===== config.mk =====
export PLATFORM = sky130hd
export DESIGN_NAME = tcc_timer
export DESIGN_NICKNAME = d
export VERILOG_FILES = /design/src/logic/tcc_sync.v /design/src/logic/tcc_cmp.v /design/src/logic/tcc_timer.v
export VERILOG_INCLUDE_DIRS = /design/src /design/src/logic
export SDC_FILE = /design/constraint.sdc
export NUM_CORES = 1
export LEC_CHECK = 0
export BUFFER_PORTS_ARGS = -buffer_cell sky130_fd_sc_hd__buf_2
export CORE_AREA = 2 2 153 155
export DETAILED_ROUTE_END_ITERATION = 10
export DIE_AREA = 0 0 155 157
export PLACE_DENSITY_LB_ADDON = 0.15
export SLEW_MARGIN = 20
export SYNTH_ARGS = -nofsm -noshare
export SYNTH_HDL_FRONTEND = slang
export SYNTH_HIERARCHICAL = 1
export SYNTH_SLANG_ARGS = --single-unit

===== constraint.sdc =====
create_clock -name ref_clk -period 2.2 [get_ports ref_clk]
set_input_delay 0.11 -clock ref_clk [delete_from_list [all_inputs] [get_ports ref_clk]]
set_output_delay 0.11 -clock ref_clk [all_outputs]
set_load 0.03 [all_outputs]

===== src/logic/tcc_regs.vh =====
// register map, field positions and timing constants of the capture/compare timer
// Function
// - counter steps once every four bus clocks; prescale fixed, not software settable
// - counter advances on its own; reads never disturb the count
// - high-byte read freezes low byte in buffer; next low read returns it
// - mirror counter location reads same value, never helps clear overflow flag
// - reset presets counter to fffc; counting waits for start-up delay; read-only
// - wrap from ffff to 0000 sets overflow flag; interrupt if enabled
// - compare match sets channel flag, drives level to pin; shared enable
// - compare registers fully read/write, untouched by hardware and reset
// - high-byte compare write suspends compare until low byte written
// - level goes to pin on match whatever the flag; bytes written independently
// - second compare channel identical, own registers, flag, level and force
// - force bit write copies level to pin at once, with new level
// - forced compare changes only the pin, never flag or interrupt
// - selected capture edge latches counter; capture register survives reset
// - captured value is counter before the transition plus one
// - capture happens even while capture flag still set
// - capture high-byte read blocks captures until low byte read
// - second capture falls only; one shared capture interrupt enable
// - control bits 7..0 fixed; reset clears all but edge select
// - edge select one picks rising, zero falling; levels give pin value
// - status read-only: flags in bits 7..3, low bits read zero
// - flag clears after status access while set, then function low-byte access
`ifndef TCC_REGS_VH
`define TCC_REGS_VH

`define TCC_ADDR_CTRL      8'h12
`define TCC_ADDR_STAT      8'h13
`define TCC_ADDR_CAP1_HI   8'h14
`define TCC_ADDR_CAP1_LO   8'h15
`define TCC_ADDR_CMP1_HI   8'h16
`define TCC_ADDR_CMP1_LO   8'h17
`define TCC_ADDR_CNT_HI    8'h18
`define TCC_ADDR_CNT_LO    8'h19
`define TCC_ADDR_ALT_HI    8'h1a
`define TCC_ADDR_ALT_LO    8'h1b
`define TCC_ADDR_CAP2_HI   8'h1c
`define TCC_ADDR_CAP2_LO   8'h1d
`define TCC_ADDR_CMP2_HI   8'h1e
`define TCC_ADDR_CMP2_LO   8'h1f

// control bit positions
`define TCC_CTL_CAP_IE     7
`define TCC_CTL_CMP_IE     6
`define TCC_CTL_OVF_IE     5
`define TCC_CTL_FORCE_B    4
`define TCC_CTL_FORCE_A    3
`define TCC_CTL_LEVEL_B    2
`define TCC_CTL_EDGE       1
`define TCC_CTL_LEVEL_A    0

// flag vector index; status bit is index plus three
`define TCC_FLG_CAP_A      4
`define TCC_FLG_CMP_A      3
`define TCC_FLG_OVF        2
`define TCC_FLG_CAP_B      1
`define TCC_FLG_CMP_B      0
`define TCC_STAT_PAD       3'h0

`define TCC_CNT_RESET      16'hfffc
`define TCC_CNT_MAX        16'hffff
`define TCC_CNT_ONE        16'h0001
`define TCC_PRESC_LAST     2'h3
`define TCC_STARTUP_CYC    16'h0010
`define TCC_BYTE_ZERO      8'h00

`endif


===== src/logic/tcc_sync.v =====
// three-stage pin synchroniser with agreement filter and edge pulses
`timescale 1ns/1ps
`default_nettype none
module tcc_sync (
    input  wire ref_clk,
    input  wire rstn,
    input  wire clk_en,
    input  wire pin,
    output reg  level_q,
    output reg  rise_q,
    output reg  fall_q
);
    reg s1_q;
    reg s2_q;
    reg s3_q;
    reg v1_q;
    reg v2_q;
    reg v3_q;

    always @(posedge ref_clk or negedge rstn)
    begin
        if (!rstn)
        begin
            s1_q    <= 1'b0;
            s2_q    <= 1'b0;
            s3_q    <= 1'b0;
            v1_q    <= 1'b0;
            v2_q    <= 1'b0;
            v3_q    <= 1'b0;
            level_q <= 1'b0;
            rise_q  <= 1'b0;
            fall_q  <= 1'b0;
        end
        else if (clk_en)
        begin
            s1_q   <= pin;
            s2_q   <= s1_q;
            s3_q   <= s2_q;
            v1_q   <= 1'b1;
            v2_q   <= v1_q;
            v3_q   <= v2_q;
            rise_q <= 1'b0;
            fall_q <= 1'b0;
            // adopt the pin's level silently once the stages hold real samples,
            // so an idle-high pin gives no false edge after reset
            if (!v3_q)
                level_q <= s2_q;
            // only a level seen on two stages counts, so a one-cycle glitch is dropped
            else if (s2_q == s3_q && s3_q != level_q)
            begin
                level_q <= s3_q;
                rise_q  <= s3_q;
                fall_q  <= ~s3_q;
            end
        end
    end
endmodule
`default_nettype wire


===== src/logic/tcc_cmp.v =====
// one output compare channel: value bytes, write interlock, match and pin latch
`timescale 1ns/1ps
`default_nettype none
module tcc_cmp (
    input  wire        ref_clk,
    input  wire        rstn,
    input  wire        clk_en,
    input  wire        wr_hi,
    input  wire        wr_lo,
    input  wire [7:0]  wdata,
    input  wire [15:0] count,
    input  wire        count_new,
    input  wire        level,
    input  wire        force_en,
    input  wire        force_level,
    output reg  [15:0] value_q,
    output reg         match_q,
    output reg         pin_q
);
    reg inhibit_q;

    // no reset here: the value survives reset and is only changed by software
    always @(posedge ref_clk)
    begin
        if (clk_en && wr_hi)
            value_q[15:8] <= wdata;
        if (clk_en && wr_lo)
            value_q[7:0] <= wdata;
    end

    always @(posedge ref_clk or negedge rstn)
    begin
        if (!rstn)
        begin
            inhibit_q <= 1'b0;
            match_q   <= 1'b0;
            pin_q     <= 1'b0;
        end
        else if (clk_en)
        begin
            if (wr_lo)
                inhibit_q <= 1'b0;
            else if (wr_hi)
                inhibit_q <= 1'b1;
            match_q <= 1'b0;
            if (count_new && !inhibit_q && count == value_q)
            begin
                match_q <= 1'b1;
                pin_q   <= level;
            end
            // force overrides a match in the same cycle; flag path untouched
            if (force_en)
                pin_q <= force_level;
        end
    end
endmodule
`default_nettype wire


===== src/logic/tcc_timer.v =====
// 16-bit timer with two input captures, two output compares and overflow
`timescale 1ns/1ps
`default_nettype none
`include "tcc_regs.vh"
module tcc_timer #(
    parameter [15:0] STARTUP_CYCLES = `TCC_STARTUP_CYC
) (
    input  wire       ref_clk,
    input  wire       rstn,
    input  wire       clk_en,
    input  wire [7:0] bus_addr,
    input  wire       bus_rd,
    input  wire       bus_wr,
    input  wire [7:0] bus_wdata,
    output reg  [7:0] bus_rdata_q,
    input  wire       capture_pin_a,
    input  wire       capture_pin_b,
    output wire       compare_pin_a,
    output wire       compare_pin_b,
    output reg        timer_irq_q
);
    // control register fields
    reg         capture_irq_enable_q;
    reg         compare_irq_enable_q;
    reg         overflow_irq_enable_q;
    reg         out_level_a_q;
    reg         out_level_b_q;
    reg         capture_edge_select_q;

    // counter and prescaler
    reg  [1:0]  presc_q;
    reg  [15:0] start_cnt_q;
    reg         running_q;
    reg  [15:0] count_q;
    reg         count_new_q;
    reg  [15:0] count_d1_q;
    reg  [15:0] count_d2_q;
    reg  [7:0]  cnt_buf_q;
    reg         cnt_buf_valid_q;

    // flags, clear arming, captures
    reg  [4:0]  flag_q;
    reg  [4:0]  arm_q;
    reg  [15:0] cap_q [0:1];
    reg  [7:0]  cap_buf_q [0:1];
    reg  [1:0]  cap_inh_q;

    wire        rd;
    wire        wr;
    wire        acc;
    wire        tick;
    wire        wrap;
    wire [4:0]  flag_set;
    wire [4:0]  flag_low_acc;
    wire [1:0]  cap_edge;
    wire [1:0]  cap_rise;
    wire [1:0]  cap_fall;
    wire [1:0]  cap_hi_rd;
    wire [1:0]  cap_lo_rd;
    wire [1:0]  cmp_match;
    wire [15:0] cmp_val_a;
    wire [15:0] cmp_val_b;
    wire        ctl_wr;
    wire [7:0]  ctl_rd;
    wire [7:0]  stat_rd;
    wire        cnt_hi_rd;
    wire        cnt_lo_rd;

    assign rd   = bus_rd & clk_en;
    assign wr   = bus_wr & clk_en;
    assign acc  = rd | wr;
    assign tick = running_q & (presc_q == `TCC_PRESC_LAST);
    assign wrap = tick & (count_q == `TCC_CNT_MAX);

    assign ctl_wr = wr & (bus_addr == `TCC_ADDR_CTRL);

    // prescaler has no software access, so its ratio can never change
    always @(posedge ref_clk or negedge rstn)
    begin
        if (!rstn)
        begin
            presc_q     <= 2'h0;
            start_cnt_q <= 16'h0000;
            running_q   <= 1'b0;
            count_q     <= `TCC_CNT_RESET;
            count_new_q <= 1'b0;
            count_d1_q  <= `TCC_CNT_RESET;
            count_d2_q  <= `TCC_CNT_RESET;
        end
        else if (clk_en)
        begin
            if (!running_q)
            begin
                // hold off until the start-up delay has passed
                start_cnt_q <= start_cnt_q + `TCC_CNT_ONE;
                if (start_cnt_q == STARTUP_CYCLES)
                    running_q <= 1'b1;
            end
            else
                presc_q <= presc_q + 2'h1;
            count_new_q <= tick;
            if (tick)
                count_q <= count_q + `TCC_CNT_ONE;
            // delayed copies line the count up with the pin synchroniser latency
            count_d1_q <= count_q;
            count_d2_q <= count_d1_q;
        end
    end

    // capture inputs: synchroniser per channel, then edge choice for channel a; channel b is falling only
    genvar gi;
    generate
        for (gi = 0; gi < 2; gi = gi + 1)
        begin : g_cap
            tcc_sync u_sync (
                .ref_clk (ref_clk),
                .rstn    (rstn),
                .clk_en  (clk_en),
                .pin     (gi == 0 ? capture_pin_a : capture_pin_b),
                .level_q (),
                .rise_q  (cap_rise[gi]),
                .fall_q  (cap_fall[gi])
            );

            // no reset: a captured value survives reset
            always @(posedge ref_clk)
            begin
                if (clk_en && cap_edge[gi] && !cap_inh_q[gi])
                    cap_q[gi] <= count_d2_q + `TCC_CNT_ONE;
            end

            always @(posedge ref_clk or negedge rstn)
            begin
                if (!rstn)
                    cap_inh_q[gi] <= 1'b0;
                else if (cap_lo_rd[gi])
                    cap_inh_q[gi] <= 1'b0;
                else if (cap_hi_rd[gi])
                    cap_inh_q[gi] <= 1'b1;
            end

            always @(posedge ref_clk or negedge rstn)
            begin
                if (!rstn)
                    cap_buf_q[gi] <= `TCC_BYTE_ZERO;
                else if (clk_en)
                    cap_buf_q[gi] <= cap_q[gi][7:0];
            end
        end
    endgenerate

    assign cap_edge[0] = capture_edge_select_q ? cap_rise[0] : cap_fall[0];
    assign cap_edge[1] = cap_fall[1];

    assign cap_hi_rd[0] = rd & (bus_addr == `TCC_ADDR_CAP1_HI);
    assign cap_lo_rd[0] = rd & (bus_addr == `TCC_ADDR_CAP1_LO);
    assign cap_hi_rd[1] = rd & (bus_addr == `TCC_ADDR_CAP2_HI);
    assign cap_lo_rd[1] = rd & (bus_addr == `TCC_ADDR_CAP2_LO);

    // output compare channels
    tcc_cmp u_cmp_a (
        .ref_clk     (ref_clk),
        .rstn        (rstn),
        .clk_en      (clk_en),
        .wr_hi       (wr & (bus_addr == `TCC_ADDR_CMP1_HI)),
        .wr_lo       (wr & (bus_addr == `TCC_ADDR_CMP1_LO)),
        .wdata       (bus_wdata),
        .count       (count_q),
        .count_new   (count_new_q),
        .level       (out_level_a_q),
        .force_en    (ctl_wr & bus_wdata[`TCC_CTL_FORCE_A]),
        .force_level (bus_wdata[`TCC_CTL_LEVEL_A]),
        .value_q     (cmp_val_a),
        .match_q     (cmp_match[0]),
        .pin_q       (compare_pin_a)
    );

    tcc_cmp u_cmp_b (
        .ref_clk     (ref_clk),
        .rstn        (rstn),
        .clk_en      (clk_en),
        .wr_hi       (wr & (bus_addr == `TCC_ADDR_CMP2_HI)),
        .wr_lo       (wr & (bus_addr == `TCC_ADDR_CMP2_LO)),
        .wdata       (bus_wdata),
        .count       (count_q),
        .count_new   (count_new_q),
        .level       (out_level_b_q),
        .force_en    (ctl_wr & bus_wdata[`TCC_CTL_FORCE_B]),
        .force_level (bus_wdata[`TCC_CTL_LEVEL_B]),
        .value_q     (cmp_val_b),
        .match_q     (cmp_match[1]),
        .pin_q       (compare_pin_b)
    );

    // control register; edge select kept out of reset on purpose
    always @(posedge ref_clk or negedge rstn)
    begin
        if (!rstn)
        begin
            capture_irq_enable_q  <= 1'b0;
            compare_irq_enable_q  <= 1'b0;
            overflow_irq_enable_q <= 1'b0;
            out_level_a_q         <= 1'b0;
            out_level_b_q         <= 1'b0;
        end
        else if (ctl_wr)
        begin
            capture_irq_enable_q  <= bus_wdata[`TCC_CTL_CAP_IE];
            compare_irq_enable_q  <= bus_wdata[`TCC_CTL_CMP_IE];
            overflow_irq_enable_q <= bus_wdata[`TCC_CTL_OVF_IE];
            out_level_a_q         <= bus_wdata[`TCC_CTL_LEVEL_A];
            out_level_b_q         <= bus_wdata[`TCC_CTL_LEVEL_B];
        end
    end

    always @(posedge ref_clk)
    begin
        if (ctl_wr)
            capture_edge_select_q <= bus_wdata[`TCC_CTL_EDGE];
    end

    // flag events and their low-byte clear accesses
    assign flag_set[`TCC_FLG_CAP_A] = clk_en & cap_edge[0] & ~cap_inh_q[0];
    assign flag_set[`TCC_FLG_CAP_B] = clk_en & cap_edge[1] & ~cap_inh_q[1];
    assign flag_set[`TCC_FLG_CMP_A] = clk_en & cmp_match[0];
    assign flag_set[`TCC_FLG_CMP_B] = clk_en & cmp_match[1];
    assign flag_set[`TCC_FLG_OVF]   = clk_en & wrap;

    assign flag_low_acc[`TCC_FLG_CAP_A] = acc & (bus_addr == `TCC_ADDR_CAP1_LO);
    assign flag_low_acc[`TCC_FLG_CAP_B] = acc & (bus_addr == `TCC_ADDR_CAP2_LO);
    assign flag_low_acc[`TCC_FLG_CMP_A] = acc & (bus_addr == `TCC_ADDR_CMP1_LO);
    assign flag_low_acc[`TCC_FLG_CMP_B] = acc & (bus_addr == `TCC_ADDR_CMP2_LO);
    // the mirror low byte is left out so casual reads never lose an overflow
    assign flag_low_acc[`TCC_FLG_OVF]   = acc & (bus_addr == `TCC_ADDR_CNT_LO);

    generate
        for (gi = 0; gi < 5; gi = gi + 1)
        begin : g_flag
            always @(posedge ref_clk or negedge rstn)
            begin
                if (!rstn)
                begin
                    flag_q[gi] <= 1'b0;
                    arm_q[gi]  <= 1'b0;
                end
                else if (clk_en)
                begin
                    if (acc && bus_addr == `TCC_ADDR_STAT && flag_q[gi])
                        arm_q[gi] <= 1'b1;
                    else if (flag_low_acc[gi])
                        arm_q[gi] <= 1'b0;
                    // a new event in the clearing cycle keeps the flag set
                    if (flag_set[gi])
                        flag_q[gi] <= 1'b1;
                    else if (flag_low_acc[gi] && arm_q[gi])
                        flag_q[gi] <= 1'b0;
                end
            end
        end
    endgenerate

    // counter byte-order buffer shared by both counter locations
    assign cnt_hi_rd = rd & ((bus_addr == `TCC_ADDR_CNT_HI) | (bus_addr == `TCC_ADDR_ALT_HI));
    assign cnt_lo_rd = rd & ((bus_addr == `TCC_ADDR_CNT_LO) | (bus_addr == `TCC_ADDR_ALT_LO));

    always @(posedge ref_clk or negedge rstn)
    begin
        if (!rstn)
        begin
            cnt_buf_q       <= `TCC_BYTE_ZERO;
            cnt_buf_valid_q <= 1'b0;
        end
        else if (cnt_lo_rd)
            cnt_buf_valid_q <= 1'b0;
        else if (cnt_hi_rd && !cnt_buf_valid_q)
        begin
            cnt_buf_q       <= count_q[7:0];
            cnt_buf_valid_q <= 1'b1;
        end
    end

    assign ctl_rd = {capture_irq_enable_q, compare_irq_enable_q, overflow_irq_enable_q,
                     2'b00, out_level_b_q, capture_edge_select_q, out_level_a_q};
    assign stat_rd = {flag_q, `TCC_STAT_PAD};

    // read data is registered; reads change no timer state except the counter byte buffer, the interlocks and the flag arm/clear logic
    always @(posedge ref_clk or negedge rstn)
    begin
        if (!rstn)
            bus_rdata_q <= `TCC_BYTE_ZERO;
        else if (rd)
        begin
            case (bus_addr)
                `TCC_ADDR_CTRL:    bus_rdata_q <= ctl_rd;
                `TCC_ADDR_STAT:    bus_rdata_q <= stat_rd;
                `TCC_ADDR_CAP1_HI: bus_rdata_q <= cap_q[0][15:8];
                `TCC_ADDR_CAP1_LO: bus_rdata_q <= cap_q[0][7:0];
                `TCC_ADDR_CMP1_HI: bus_rdata_q <= cmp_val_a[15:8];
                `TCC_ADDR_CMP1_LO: bus_rdata_q <= cmp_val_a[7:0];
                `TCC_ADDR_CNT_HI,
                `TCC_ADDR_ALT_HI:  bus_rdata_q <= count_q[15:8];
                `TCC_ADDR_CNT_LO,
                `TCC_ADDR_ALT_LO:  bus_rdata_q <= cnt_buf_valid_q ? cnt_buf_q
                                                                  : count_q[7:0];
                `TCC_ADDR_CAP2_HI: bus_rdata_q <= cap_q[1][15:8];
                `TCC_ADDR_CAP2_LO: bus_rdata_q <= cap_q[1][7:0];
                `TCC_ADDR_CMP2_HI: bus_rdata_q <= cmp_val_b[15:8];
                `TCC_ADDR_CMP2_LO: bus_rdata_q <= cmp_val_b[7:0];
                default:           bus_rdata_q <= `TCC_BYTE_ZERO;
            endcase
        end
    end

    // single interrupt request, held while any enabled flag remains set
    always @(posedge ref_clk or negedge rstn)
    begin
        if (!rstn)
            timer_irq_q <= 1'b0;
        else if (clk_en)
            timer_irq_q <= (capture_irq_enable_q & (flag_q[`TCC_FLG_CAP_A] | flag_q[`TCC_FLG_CAP_B]))
                         | (compare_irq_enable_q & (flag_q[`TCC_FLG_CMP_A] | flag_q[`TCC_FLG_CMP_B]))
                         | (overflow_irq_enable_q & flag_q[`TCC_FLG_OVF]);
    end
endmodule
`default_nettype wire


; ---- Yosys cells after proc, flatten, opt, wreduce, memory -nomap -nowiden
; Memory sizes are Yosys's and may differ from the RTL's.
; Index checks and enable logic that the tools add are counted.
[totals]
reg_bits = 156
mem_bits_rw = 32
in_bits = 23
output_inout_bits = 11
word_cells = 253
n_memories = 1
[mem_list]
columns = name, words, word_bits, read_ports, rd_ports_with_merged_regs, write_ports, line
row1 = cap_q, 2, 16, 2, 0, 2, tcc_timer.v:44  ; reg [15:0] cap_q [0:1];
[classes]
add_sub_neg = 4
n_eq_ne = 25
muxes = 55
n_bitwise = 45
reduce_logical = 70
[ops]
columns = op, n
row1 = "== test 8 x 5 -> 1 bit, second input constant", 14
row2 = one-hot mux 8 bit (12 select lines), 1
row3 = 2-to-1 mux 1 bit, 53
row4 = "adder 16 x 1 -> 16 bit, second input constant", 3
row5 = AND reduction 2 bit, 20
row6 = nonzero test 2 bit, 17
row7 = bitwise AND 1 bit, 32
row8 = == test 16 bit, 2
row9 = logical AND 1 bit, 26
row10 = "== test 16 bit, second input constant", 1
row11 = "== test 16 x 5 -> 1 bit, second input constant", 1
row12 = 2-to-1 mux 8 bit, 1
row13 = bitwise OR 1 bit, 7
row14 = NOT 1 bit, 6
row15 = zero test 1 bit, 5
row16 = "inequality test 2 bit, second input constant", 2
row17 = OR reduction 2 bit, 2
row18 = "adder 2 x 1 -> 2 bit, second input constant", 1
row19 = == test 1 bit, 2
row20 = "== test 2 bit, second input constant", 1
row21 = inequality test 1 bit, 2

; ---- Longest topological paths before layout
; Gate-level depths: netlist (run 1).
[depth]
ltp_word = 6
mapped_depth = 8
depth_no_buf = 6

; ---- Hierarchy
; Netlist (run 1), hierarchy kept.
[by_module_without_submodules]
columns = module, n_inst, cells_each, area_per_inst_um2, seq_area_each_um2
row1 = tcc_timer, 1, 557, 6548.8, 3621.0
row2 = tcc_cmp, 2, 52, 809.5, 555.5
row3 = tcc_sync, 2, 30, 384.1, 225.2

; ---- Worst setup path after synthesis (run 1)
; OpenSTA, ideal clock, no wires.
[synth_path]
kind = input -> register
start = input clk_en
end = memory cap_q[0][0], enable pin
setup_ns = 0.415
arrival_ns = 1.893
required_ns = 1.785
slack_ns = -0.109
stages = 3
path_cell_list = clkbuf_1 > clkbuf_1 > nor3b_1
[synth_lines]
columns = item, line
row1 = from (decl), tcc_timer.v:10  ; input wire clk_en,
row2 = to (decl), tcc_timer.v:44

; ---- Final worst setup path (run 1)
[layout_path]
start = register count_q[4]
end = register u_cmp_b.pin_q
[layout_via]
elab_chain_len = 4
[layout_lines]
columns = item, line
row1 = from (decl), tcc_timer.v:34  ; reg [15:0] count_q;
row2 = from (signal assigned), tcc_timer.v:85  ; count_q <= `TCC_CNT_RESET;
row3 = from (signal assigned), tcc_timer.v:103  ; count_q <= count_q + `TCC_CNT_ONE;
row4 = == test 16 bit, tcc_cmp.v:46  ; if (count_new && !inhibit_q && count == value_q)
row5 = logical AND 1 bit, tcc_cmp.v:46
row6 = nonzero test 2 bit (no source line), -
row7 = AND reduction 2 bit (no source line), -
row8 = to (signal assigned), tcc_cmp.v:49  ; pin_q <= level;
row9 = to (signal assigned), tcc_cmp.v:53  ; pin_q <= force_level;
row10 = to (decl), tcc_cmp.v:18  ; output reg pin_q
; No other way between the ends.
; A chain may end at the register's enable or synchronous reset.

==> metrics.md, run 1 <==
| Metric | Value |
|---|---|
| Syn_nets | `745` |
| Clk Latency, worst-skew pair | `0.44 ns` |
| Worst rel slew slack | `0.425` |
| Maximum number of pins on one net before global-route repair | `66` |
| Worst Hold Launch | `clk_en` |
| GPL Wtd Cong | `0.921` |
| Nets | `813` |
| Global-route wire length before repair | `37.0 mm` |
| Crit path required time | `2.52 ns` |
| Pins Over Slew Limit | `0` |
| Status | `completed` |
| Crit Path Max Fanout | `10` |
| Clock buffer count from CTS | `17` |
| Critical R2R Launch | `count_q[4]` |
| Final period utilization | `0.897` |
| CTS Buffer Depth | `2` |
| Buf+Inv Stages, Crit Path | `0` |
| Max IR drop VDD | `0.446 mV` |
| Delay-heaviest family, CP | `flip-flops` |
| Seq. cell area | `0.00516 sq mm` |
| GR Util All Layers | `0.207` |
| Post-CTS sizing | `0` |
| Max incr delay on CP | `0.70 ns` |
| Die area | `0.0243 sq mm` |
| Drt wl/cell | `22.3 um` |
| Reg clk slew, reported paths | `0.08 ns` |
| Worst Tran Pin Value | `0.861 ns` |
| Total number of vias | `6,032` |
| Ant diodes | `0` |
| Drt pass-1 iters | `5` |
| Clk_skew | `0.0135 ns` |
| CP Class | `reg -> reg` |
| Starting DRT DRC Count | `391` |
| Post-CTS Setup Repair Bufs | `0` |
| Final hold violation count | `0` |
| RR Endpoint | `u_cmp_b/pin_q` |
| CTS tree | `built` |
| Slowest CP cell | `dfstp_2` |
| Core area | `0.0225 sq mm` |
| Post-Syn Area | `0.00888 sq mm` |
| Fmax | `0.507 GHz` |
| Placed wire-length estimate | `17.7 mm` |
| Pwr per Cell Area | `787 mW/mm^2` |
| Port bufs | `33` |
| Initial antenna violation count | `0` |
| Leak Pwr | `4.03 nW` |
| Cell Rows | `55` |
| Routed WL | `24.2 mm` |
| Die Span Y | `157 um` |
| Total grt overflow | `0` |
| Initial Util | `0.395` |
| Layout cells sized above 1 | `0.273` |
| Worst slack at placement | `0.0353 ns` |
| Final setup fails | `0` |
| Vias in the first global route | `6,077` |
| Ys Warns | `6` |
| Final worst path period need | `1.97 ns` |
| Area taken by multi-input logic gates | `0.00352 sq mm` |
| Hold EP | `g_cap[1].u_sync/fall_q` |
| Max-cap viol count | `0` |
| CTS H-Tree Depth | `4` |
| Syn_area_per_cell | `12.4 sq um` |
| Post-route DRC | `0` |
| Clk sinks | `191` |
| Nature of the critical path endpoint | `register` |
| Clk Tree Root Cell | `clkbuf_16` |
| I/O pin count | `34` |
| Hold WC Path Type | `in -> reg` |
| Critical Path AT | `2.29 ns` |
| Startpoint Class | `register` |
| Cells after Synth | `717` |
| Area delta synth->final | `15.9%` |
| Remaining antenna violation count after routing | `0` |
| Worst hold stages | `2` |
| Overall Power | `8.11 mW` |
| PnR worst setup slack | `0.227 ns` |
| FF-to-FF setup slack | `0.23 ns` |
| Fill cells | `2,028` |
| Worst-path cell chain | `xnor2_1 > nand4_1 > nor4_2 > a32oi_1 > mux2_1` |
| RSZ-0062 raised after global routing | `false` |
| Via density | `5.57` |
| R2R depth | `5` |
| Die Wd | `155 um` |
[cell type report]
type / instances / area share
timing repair buffer: 80 / 0.0565
multi-input combinational: 478 / 0.342
clock buffer: 17 / 0.0413
clock inverter: 15 / 0.0181
inverter: 17 / 0.00620
tap: 285 / 0.0346
sequential: 191 / 0.501
[per-layer routing]
metal	share of wire	vias to the layer above	global-route usage
met2	0.47	201	0.330
met5	0	-	0
met4	0.029	0	0.0794
li1	-	2753	-
met1	0.45	3044	0.281
met3	0.057	34	0.0416
[cells in the final DEF (no fill, tap or decap), types with 3 or more instances in the layout]
| master | n |
|---|---|
| a21o_1 | 3 |
| a21oi_1 | 12 |
| a22o_1 | 10 |
| a22oi_1 | 7 |
| a31oi_1 | 4 |
| a32oi_1 | 7 |
| and2_1 | 7 |
| and3_1 | 9 |
| buf_2 | 31 |
| buf_4 | 34 |
| clkbuf_16 | 17 |
| dfrtp_1 | 84 |
| dfstp_2 | 42 |
| dlygate4sd3_1 | 12 |
| edfxtp_1 | 65 |
| ha_1 | 5 |
| inv_1 | 17 |
| inv_8 | 4 |
| mux2_2 | 57 |
| mux2_4 | 4 |
| mux2i_1 | 20 |
| mux4_2 | 4 |
| nand2_1 | 57 |
| nand2b_1 | 3 |
| nand3_1 | 33 |
| nand4_1 | 25 |
| nor2_1 | 31 |
| nor2b_1 | 9 |
| nor3_1 | 15 |
| nor4_1 | 3 |
| o21ai_0 | 22 |
| o21ai_1 | 6 |
| o22ai_1 | 3 |
| o31ai_1 | 4 |
| or3_1 | 4 |
| xnor2_1 | 59 |
| xor2_1 | 18 |
[how the worst max path moves through the flow]
stage                     start       endpoint  slack [ns]  cells past startpoint
finish               count_q[4]  u_cmp_b/pin_q        0.23                      5
global route         count_q[4]  u_cmp_a/pin_q        0.16                      5
global placement    bus_addr[5]      flag_q[2]      -0.006                      7
floorplan           bus_addr[3]  u_cmp_a/pin_q        0.18                      8
CTS                  count_q[4]  u_cmp_b/pin_q        0.26                      5
detailed placement  bus_addr[5]      flag_q[2]        0.04                      7
[sequential cells by signal, indices dropped and copies added, names as in the netlist, 5 cells and up]
signal / count
cap_q: 32
count_d1_q: 16
count_d2_q: 16
count_q: 16
start_cnt_q: 16
u_cmp_a/value_q: 16
u_cmp_b/value_q: 16
bus_rdata_q: 8
cnt_buf_q: 8
arm_q: 5
flag_q: 5
[through the flow]
step	util	cell area (sq um)	hold WS, ns	TNS, ns	cells
floorplan	-	8890	-0.186	0	717
global placement	0.425	9560	0.157	-0.00604	1039
detailed placement	0.425	9560	0.164	0	1039
CTS	0.458	10300	0.0672	0	1083
global route	0.458	10300	0.0751	0	1083
finish	0.458	10300	0.0820	0	1083
[worst reg2reg max path, delay by kind of cell (launching register included)]
kind	cells	cell delay (ns)
flops	1	0.70
simple gates	2	0.48
compound gates	1	0.17
mux	1	0.33
xor+xnor	1	0.17
[report_power, final]
group	total, mW	leakage (nW)	internal (mW)	switching, mW
logic	0.811	1.60	0.364	0.448
clock network	3.21	0.302	1.65	1.56
registers	4.08	2.13	3.88	0.206
[timing repair]
action,CTS,global route
hold buffers,12,0
hold endpoints to repair,95,0
setup endpoints to repair,0,0
(Power assumes the default switching activity.)
==> run 2: changes to the inputs <==
Settings changed: CORE_AREA 2 2 153 155 to 2 2 126 189, DIE_AREA 0 0 155 157 to 0 0 128 191.
==> run 2 against run 1 <==
Against the previous run: design area is 0.43% higher; clock skew shrank 0.0027 ns; setup slack got worse by 0.059 ns; count of clock-buffer cells in the layout rose by 7; register-to-register slack got worse by 0.06 ns; non-clock buffer count decreased by 2; global-route usage increased by 0.95 points; final cell count shrank 0.65%; combinational power shrank 3.5%; critical path depth unchanged; sequential share of layout area shrank 0.21 points; critical endpoint is now u_cmp_a/pin_q; largest cell class unchanged; largest power group unchanged.
==> metrics.md, run 2 (synthesis gave the netlist of run 1 again) <==
| Metric | Value |
|---|---|
| Pwr per Cell Area | `792 mW/mm^2 (+0.59%)` |
| Number of flip-flops in the largest register | `32 (unchanged)` |
| Slowest CP cell | `dfstp_2` |
| CTS H-Tree Depth | `4 (unchanged)` |
| Remaining antenna violation count after routing | `0 (unchanged)` |
| Final worst path period need | `2.03 ns (+0.0593 ns)` |
| Placed wire-length estimate | `18.7 mm (+5.4%)` |
| Die area | `0.0244 sq mm (+0.46%)` |
| Final period utilization | `0.924 (+0.0270)` |
| I/O pin count | `34 (unchanged)` |
| Vias in the first global route | `6,330 (+4.2%)` |
| Final std cells w/o fill | `1,076 (-0.65%)` |
| Fill cells | `2,101 (+3.6%)` |
| Ant diodes | `0 (unchanged)` |
| RR Endpoint | `u_cmp_a/pin_q` |
| Post-CTS Setup Repair Bufs | `0 (unchanged)` |
| Buf+Inv Stages, Crit Path | `0 (unchanged)` |
| Port bufs | `33 (unchanged)` |
| CTS tree | `built` |
| Commonest non-fill, non-tap cell in the layout | `dfrtp_1` |
| Clk sinks | `191 (unchanged)` |
| GPL Wtd Cong | `0.883 (-4.1%)` |
| Critical R2R Launch | `count_q[4]` |
| Startpoint Class | `register` |
| Total grt overflow | `0 (unchanged)` |
| Max-cap viol count | `0 (unchanged)` |
| Delay-heaviest family, CP | `flip-flops` |
| Final hold violation count | `0 (unchanged)` |
| Starting DRT DRC Count | `669 (+71%)` |
| Clk_skew | `0.0108 ns (-0.00266 ns)` |
| Max IR drop VDD | `0.586 mV (+31%)` |
| Crit Path Max Fanout | `10 (unchanged)` |
| Routed WL | `25.1 mm (+3.7%)` |
| Reg clk slew, reported paths | `0.07 ns (about the same)` |
| Clk Latency, worst-skew pair | `0.45 ns (about the same)` |
| Clock buffer count from CTS | `17 (unchanged)` |
| R2R depth | `5 (unchanged)` |
| Area delta synth->final | `16.4%` |
| Nets | `811 (-0.25%)` |
| Leading cell types in the layout, fill and taps excluded | `84 x dfrtp_1, 65 x edfxtp_1, 59 x xnor2_1` |
| Die Span Y | `191 um (+22%)` |
| CP Class | `reg -> reg` |
| Drt pass-1 iters | `6 (+1)` |
| Critical Path AT | `2.36 ns (+0.07 ns)` |
| Maximum number of pins on one net before global-route repair | `66 (unchanged)` |
| Worst Tran Pin Value | `0.637 ns (-0.225 ns)` |
| Worst setup path end | `u_cmp_a/pin_q` |
| Clk Tree Root Cell | `clkbuf_16` |
| Crit path required time | `2.53 ns (about the same)` |
| Total number of vias | `5,957 (-1.2%)` |
| Setup TNS Final | `0 ns (unchanged)` |
| Fmax | `0.492 GHz (-2.9%)` |
| Placed insts | `1,032 (-0.67%)` |
| Worst rel slew slack | `0.575 (+0.151)` |
| Biggest register | `cap_q` |
| GR Util All Layers | `0.217 (+0.00955)` |
| Core area | `0.0228 sq mm (+1.3%)` |
| RSZ-0062 raised after global routing | `false` |
| FF-to-FF setup slack | `0.17 ns (-0.06 ns)` |
| CTS Buffer Depth | `2 (unchanged)` |
| Max incr delay on CP | `0.68 ns (-0.02 ns)` |
| Worst path depth | `5 (unchanged)` |
| Cell Rows | `68 (+24%)` |
| Layout cells sized above 1 | `0.269 (-0.00434)` |
| Worst-path cell chain | `xnor2_1 > nand4_1 > nor4_2 > a32oi_1 > mux2_1` |
| Pins Over Slew Limit | `0 (unchanged)` |
| CP startpoint | `count_q[4]` |
| Drt wl/cell | `23.3 um (+4.3%)` |
| Post-route DRC | `0 (unchanged)` |
| Initial antenna violation count | `0 (unchanged)` |
| Nature of the critical path endpoint | `register` |
| Final setup fails | `0 (unchanged)` |
| Initial Util | `0.390 (-0.00518)` |
| Via density | `5.54 (-0.60%)` |
| Global-route wire length before repair | `38.5 mm (+4.1%)` |
| Die Wd | `128 um (-17%)` |
| Leak Pwr | `4.05 nW (+0.42%)` |
| Hold WC Path Type | `in -> reg` |
| Status | `completed` |
-- run 2: cell count changes in the layout (fill, tap and decap cells not counted) --
cell,previous run,this run
inv_12,2,0
clkbuf_16,17,19
clkinv_8,2,0
bufinv_16,1,2
buf_4,34,29
clkbuf_8,0,3
clkbuf_1,0,2
clkinv_2,1,0
buf_12,2,5
inv_8,4,1
clkinv_4,2,3
inv_4,1,0
-- run 2: cell type report --
cell class,instances,area [sq um],area share
Multi-Input combinational cell,478,3520,0.341
Clock inverter,8,115,0.0111
Clock buffer,24,524,0.0507
Sequential cell,191,5160,0.499
Timing Repair Buffer,78,604,0.0584
Inverter,17,63.8,0.00617
Tap cell,280,350,0.0339
-- run 2: how the worst min path moves through the flow --
stage,start,endpoint,depth (start not counted)
6_report,clk_en,timer_irq_q,2
5_1_grt,clk_en,timer_irq_q,2
4_1_cts,clk_en,timer_irq_q,2
3_5_place_dp,rstn,u_cmp_b/pin_q,1
3_3_place_gp,rstn,u_cmp_b/pin_q,1
2_1_floorplan,rstn,arm_q[0],0
-- run 2: repair_timing --
action                                 in CTS  in global routing
resized for setup                           0                  0
endpoints found under the hold margin      74                  0
setup endpoints to repair                   0                  0
hold buffers                               12                  0
-- run 2: worst reg2reg max path: stages (launching register included) --
cell and delay (ns):
dfstp_2 0.68, xnor2_1 0.15, nand4_1 0.16, nor4_2 0.42, a32oi_1 0.18, mux2_1 0.33
-- run 2: where the power goes --
| part | total, mW | internal (mW) | switching [mW] | leakage [nW] |
|---|---|---|---|---|
| registers | 4.09 | 3.88 | 0.211 | 2.13 |
| logic | 0.783 | 0.357 | 0.425 | 1.60 |
| clock network | 3.32 | 1.92 | 1.39 | 0.314 |
| total | 8.19 | 6.16 | 2.03 | 4.05 |
-- run 2: per-stage QoR --
step | util | cell area [sq um] | power, mW | worst slack, ns | hold WS, ns
after detailed placement | 0.420 | 9580 | 4.93 | 0.223 | 0.154
after CTS | 0.453 | 10300 | 8.28 | 0.222 | 0.0420
after global routing | 0.453 | 10300 | 8.52 | 0.105 | 0.0628
final | 0.453 | 10300 | 8.19 | 0.167 | 0.0461
after floorplan | - | 8890 | 4.60 | 0.181 | -0.186
after global placement | 0.420 | 9580 | 4.90 | 0.237 | 0.139
-- run 2: per-layer routing --
layer / part of all wire / up-vias / global-route usage
met4: 0.056 / 0 / 0.131
li1: - / 2742 / -
met1: 0.38 / 2990 / 0.241
met3: 0.032 / 58 / 0.0311
met5: 0 / - / 0
met2: 0.53 / 167 / 0.388
==> run 3: changes to the inputs <==
Settings changed: CORE_AREA 2 2 126 189 to 2 2 124 187, DIE_AREA 0 0 128 191 to 0 0 126 189, SYNTH_HIERARCHICAL 1 to not set.
==> run 3 against run 2 <==
Against the previous run: sequential power shrank 2%; total power shrank 3.4%; wire length shrank 0.67%; hold slack gained 0.036 ns; die area shrank 2.6%; maximum frequency shrank 3.5%; count of clock-buffer cells in the layout shrank 3; core utilization grew 0.48 points; final cell count grew 0.65%; global-route usage grew 0.077 points; synthesized area shrank 1.6%; largest cell class unchanged.
==> metrics.md, run 3 <==
| Metric | Value |
|---|---|
| Status | `completed` |
| Clk sinks | `188 (-1.6%)` |
| Die Wd | `126 um (-1.6%)` |
| GPL Wtd Cong | `0.925 (+4.7%)` |
| Post-synth top cells | `81 x dfrtp_1, 78 x nand2_1, 65 x edfxtp_1` |
| Vias in the first global route | `6,277 (-0.84%)` |
| Drt wl/cell | `23.0 um (-1.3%)` |
| Ant diodes | `0 (unchanged)` |
| Total grt overflow | `0 (unchanged)` |
| Buf+Inv Stages, Crit Path | `0 (unchanged)` |
| Total number of vias | `6,028 (+1.2%)` |
| WHS | `0.0819 ns (+0.0358 ns)` |
| Post-synth top area share | `0.232` |
| Delay-heaviest family, CP | `simple AND/OR/NAND/NOR gates` |
| Max incr delay on CP | `0.69 ns (about the same)` |
| CTS Buffer Depth | `2 (unchanged)` |
| Setup TNS Final | `0 ns (unchanged)` |
| Clk Tree Root Cell | `clkbuf_16` |
| Drt pass-1 iters | `5 (-1)` |
| Worst rel slew slack | `0.623 (+0.0471)` |
| CTS tree | `built` |
| Port bufs | `33 (unchanged)` |
| Nets | `822 (+1.4%)` |
| Startpoint Class | `register` |
| Remaining antenna violation count after routing | `0 (unchanged)` |
| Die Span Y | `189 um (-1.0%)` |
| Number of synthesized flops with an enable pin | `65` |
| Post-route DRC | `0 (unchanged)` |
| Layout cells sized above 1 | `0.269 (about the same)` |
| Cells after Synth | `727 (+1.4%)` |
| Max-cap viol count | `0 (unchanged)` |
| Reg clk slew, reported paths | `0.07 ns (about the same)` |
| Starting DRT DRC Count | `525 (-22%)` |
| Top-count cell post-synth | `dfrtp_1` |
| CTS H-Tree Depth | `4 (unchanged)` |
| Clk_skew | `0.0108 ns (-0.00000780 ns)` |
| Fill cells | `2,070 (-1.5%)` |
| CP Class | `reg -> reg` |
| Die area | `0.0238 sq mm (-2.6%)` |
| Clock buffer count from CTS | `17 (unchanged)` |
| GR Util All Layers | `0.217 (+0.000773)` |
| Cell Rows | `67 (-1.5%)` |
| Leak Pwr | `4.06 nW (+0.27%)` |
| Clk Latency, worst-skew pair | `0.44 ns (about the same)` |
| Via density | `5.57 (+0.54%)` |
| Max IR drop VDD | `0.554 mV (-5.3%)` |
| Syn_nets | `755 (+1.3%)` |
| Placed wire-length estimate | `18.8 mm (+0.55%)` |
| I/O pin count | `34 (unchanged)` |
| Maximum number of pins on one net before global-route repair | `66 (unchanged)` |
| Biggest register | `cap_q` |
| Final hold violation count | `0 (unchanged)` |
| Initial antenna violation count | `0 (unchanged)` |
| Routed WL | `24.9 mm (-0.67%)` |
| Commonest non-fill, non-tap cell in the layout | `dfrtp_1` |
| Ys flop type | `dfrtp_1` |
| Post-CTS Setup Repair Bufs | `0 (unchanged)` |
| Largest area contributor in the netlist | `dfrtp_1` |
| Initial Util | `0.395 (+0.00553)` |
| Worst Tran Pin Value | `0.561 ns (-0.0758 ns)` |
| RSZ-0062 raised after global routing | `false` |
| Slowest CP cell | `dfstp_2` |
| Post-Syn Area | `0.00874 sq mm (-1.6%)` |
| Post-synthesis async set-or-reset flop share | `0.654` |
| Crit Path Max Fanout | `7 (-3)` |
| Ys Warns | `0 (-6)` |
| Pins Over Slew Limit | `0 (unchanged)` |
| Area delta synth->final | `16.0%` |
| Core area | `0.0221 sq mm (-2.9%)` |
| Crit path required time | `2.56 ns (+0.03 ns)` |
| Leading cell types in the layout, fill and taps excluded | `81 x dfrtp_1, 78 x nand2_1, 65 x edfxtp_1` |
| Syn_area_per_cell | `12.0 sq um (-2.9%)` |
| Fin area | `0.0101 sq mm (-1.9%)` |
| Critical Path AT | `2.46 ns (+0.10 ns)` |
| Placed Instance Area | `0.00946 sq mm (-1.3%)` |
| Nature of the critical path endpoint | `register` |
| Global-route wire length before repair | `38.3 mm (-0.41%)` |
| Worst-path cell chain | `xor2_1 > nor4_1 > nand2_1 > or4_1 > a31oi_1` |
| Placed insts | `1,040 (+0.78%)` |
| Sequential share of the synthesized area | `0.581` |
| Distinct cell type count after synthesis | `64` |
| Final setup fails | `0 (unchanged)` |
| Final period utilization | `0.958 (+0.0337)` |
| Final std cells w/o fill | `1,083 (+0.65%)` |
| Synth Register Bits | `188` |
| Hold WC Path Type | `in -> reg` |
| Final worst path period need | `2.11 ns (+0.0741 ns)` |
| Top cells by area, synth | `dfrtp_1 23%, edfxtp_1 22%, dfstp_2 13%` |
| Number of flip-flops in the largest register | `32 (unchanged)` |
| Fmax | `0.475 GHz (-3.5%)` |
| Pwr per Cell Area | `780 mW/mm^2 (-1.5%)` |
run 3: layer usage:
metal	wire length, um	global-route usage	part of all wire	vias to the layer above
li1	-	-	-	2755
met1	9580	0.250	0.38	3023
met2	12600	0.366	0.51	179
met3	829	0.0387	0.033	71
met4	1890	0.150	0.076	0
met5	0	0	0	-
run 3: cell families (layout without fill, tap and decap cells):
family	after synthesis	in the layout	synth area share
fa+ha+maj	5	5	0.00716
simple gates	219	219	0.128
compound gates	101	101	0.0778
mux	74	74	0.0972
buf+inv	63	143	0.0312
xor+xnor	77	77	0.0771
flops	188	188	0.581
run 3: worst min-delay path, cell delays in order:
cell and delay [ns]:
buf_2 0.13, nand4_1 0.13, o21ai_0 0.09
run 3: path summary, 6_finish.rpt:
kind	from	end	slack (ns)	cells after the start
max in group asynchronous	rstn	cnt_buf_q[7]	1.26	3
min in group asynchronous	rstn	capture_irq_enable_q	0.16	2
hold / removal	bus_wr	u_cmp_a.inhibit_q	0.08	3
setup reg to reg	count_q[9]	u_cmp_b.pin_q	0.09	5
hold reg to reg	g_cap[1].u_sync.v1_q	g_cap[1].u_sync.v1_q	0.46	1
setup / recovery	count_q[9]	u_cmp_b.pin_q	0.09	5
run 3: final cells by class:
cell class / instances / area, sq um / area share
clock buffer: 21 / 450 / 0.0444
clock inverter: 11 / 116 / 0.0115
inverter: 19 / 83.8 / 0.00827
multi-input combinational: 476 / 3400 / 0.335
sequential: 188 / 5080 / 0.501
tap: 276 / 345 / 0.0341
timing repair buffer: 92 / 663 / 0.0654
run 3: report_power, final:
group          internal [mW]  leakage (nW)  switching, mW  total [mW]
Clock                   1.70         0.276           1.32        3.02
Sequential              3.84          2.09          0.168        4.01
Combinational          0.383          1.69          0.498       0.881
Total                   5.93          4.06           1.99        7.91
run 3: metrics by stage:
| stage | setup WS (ns) | total power [mW] | utilization |
|---|---|---|---|
| after floorplan | 0.179 | 4.56 | - |
| after global placement | 0.125 | 4.92 | 0.427 |
| after detailed placement | 0.101 | 4.95 | 0.427 |
| after CTS | 0.0927 | 8.00 | 0.458 |
| after global routing | 0.0230 | 8.26 | 0.458 |
| final | 0.0933 | 7.91 | 0.458 |
run 3: repair_timing:
action                                 4_1_cts  5_1_grt
setup endpoints to repair                    0        1
endpoints found under the hold margin       73        0
gates resized for setup                      0        1
hold buffers                                11        0
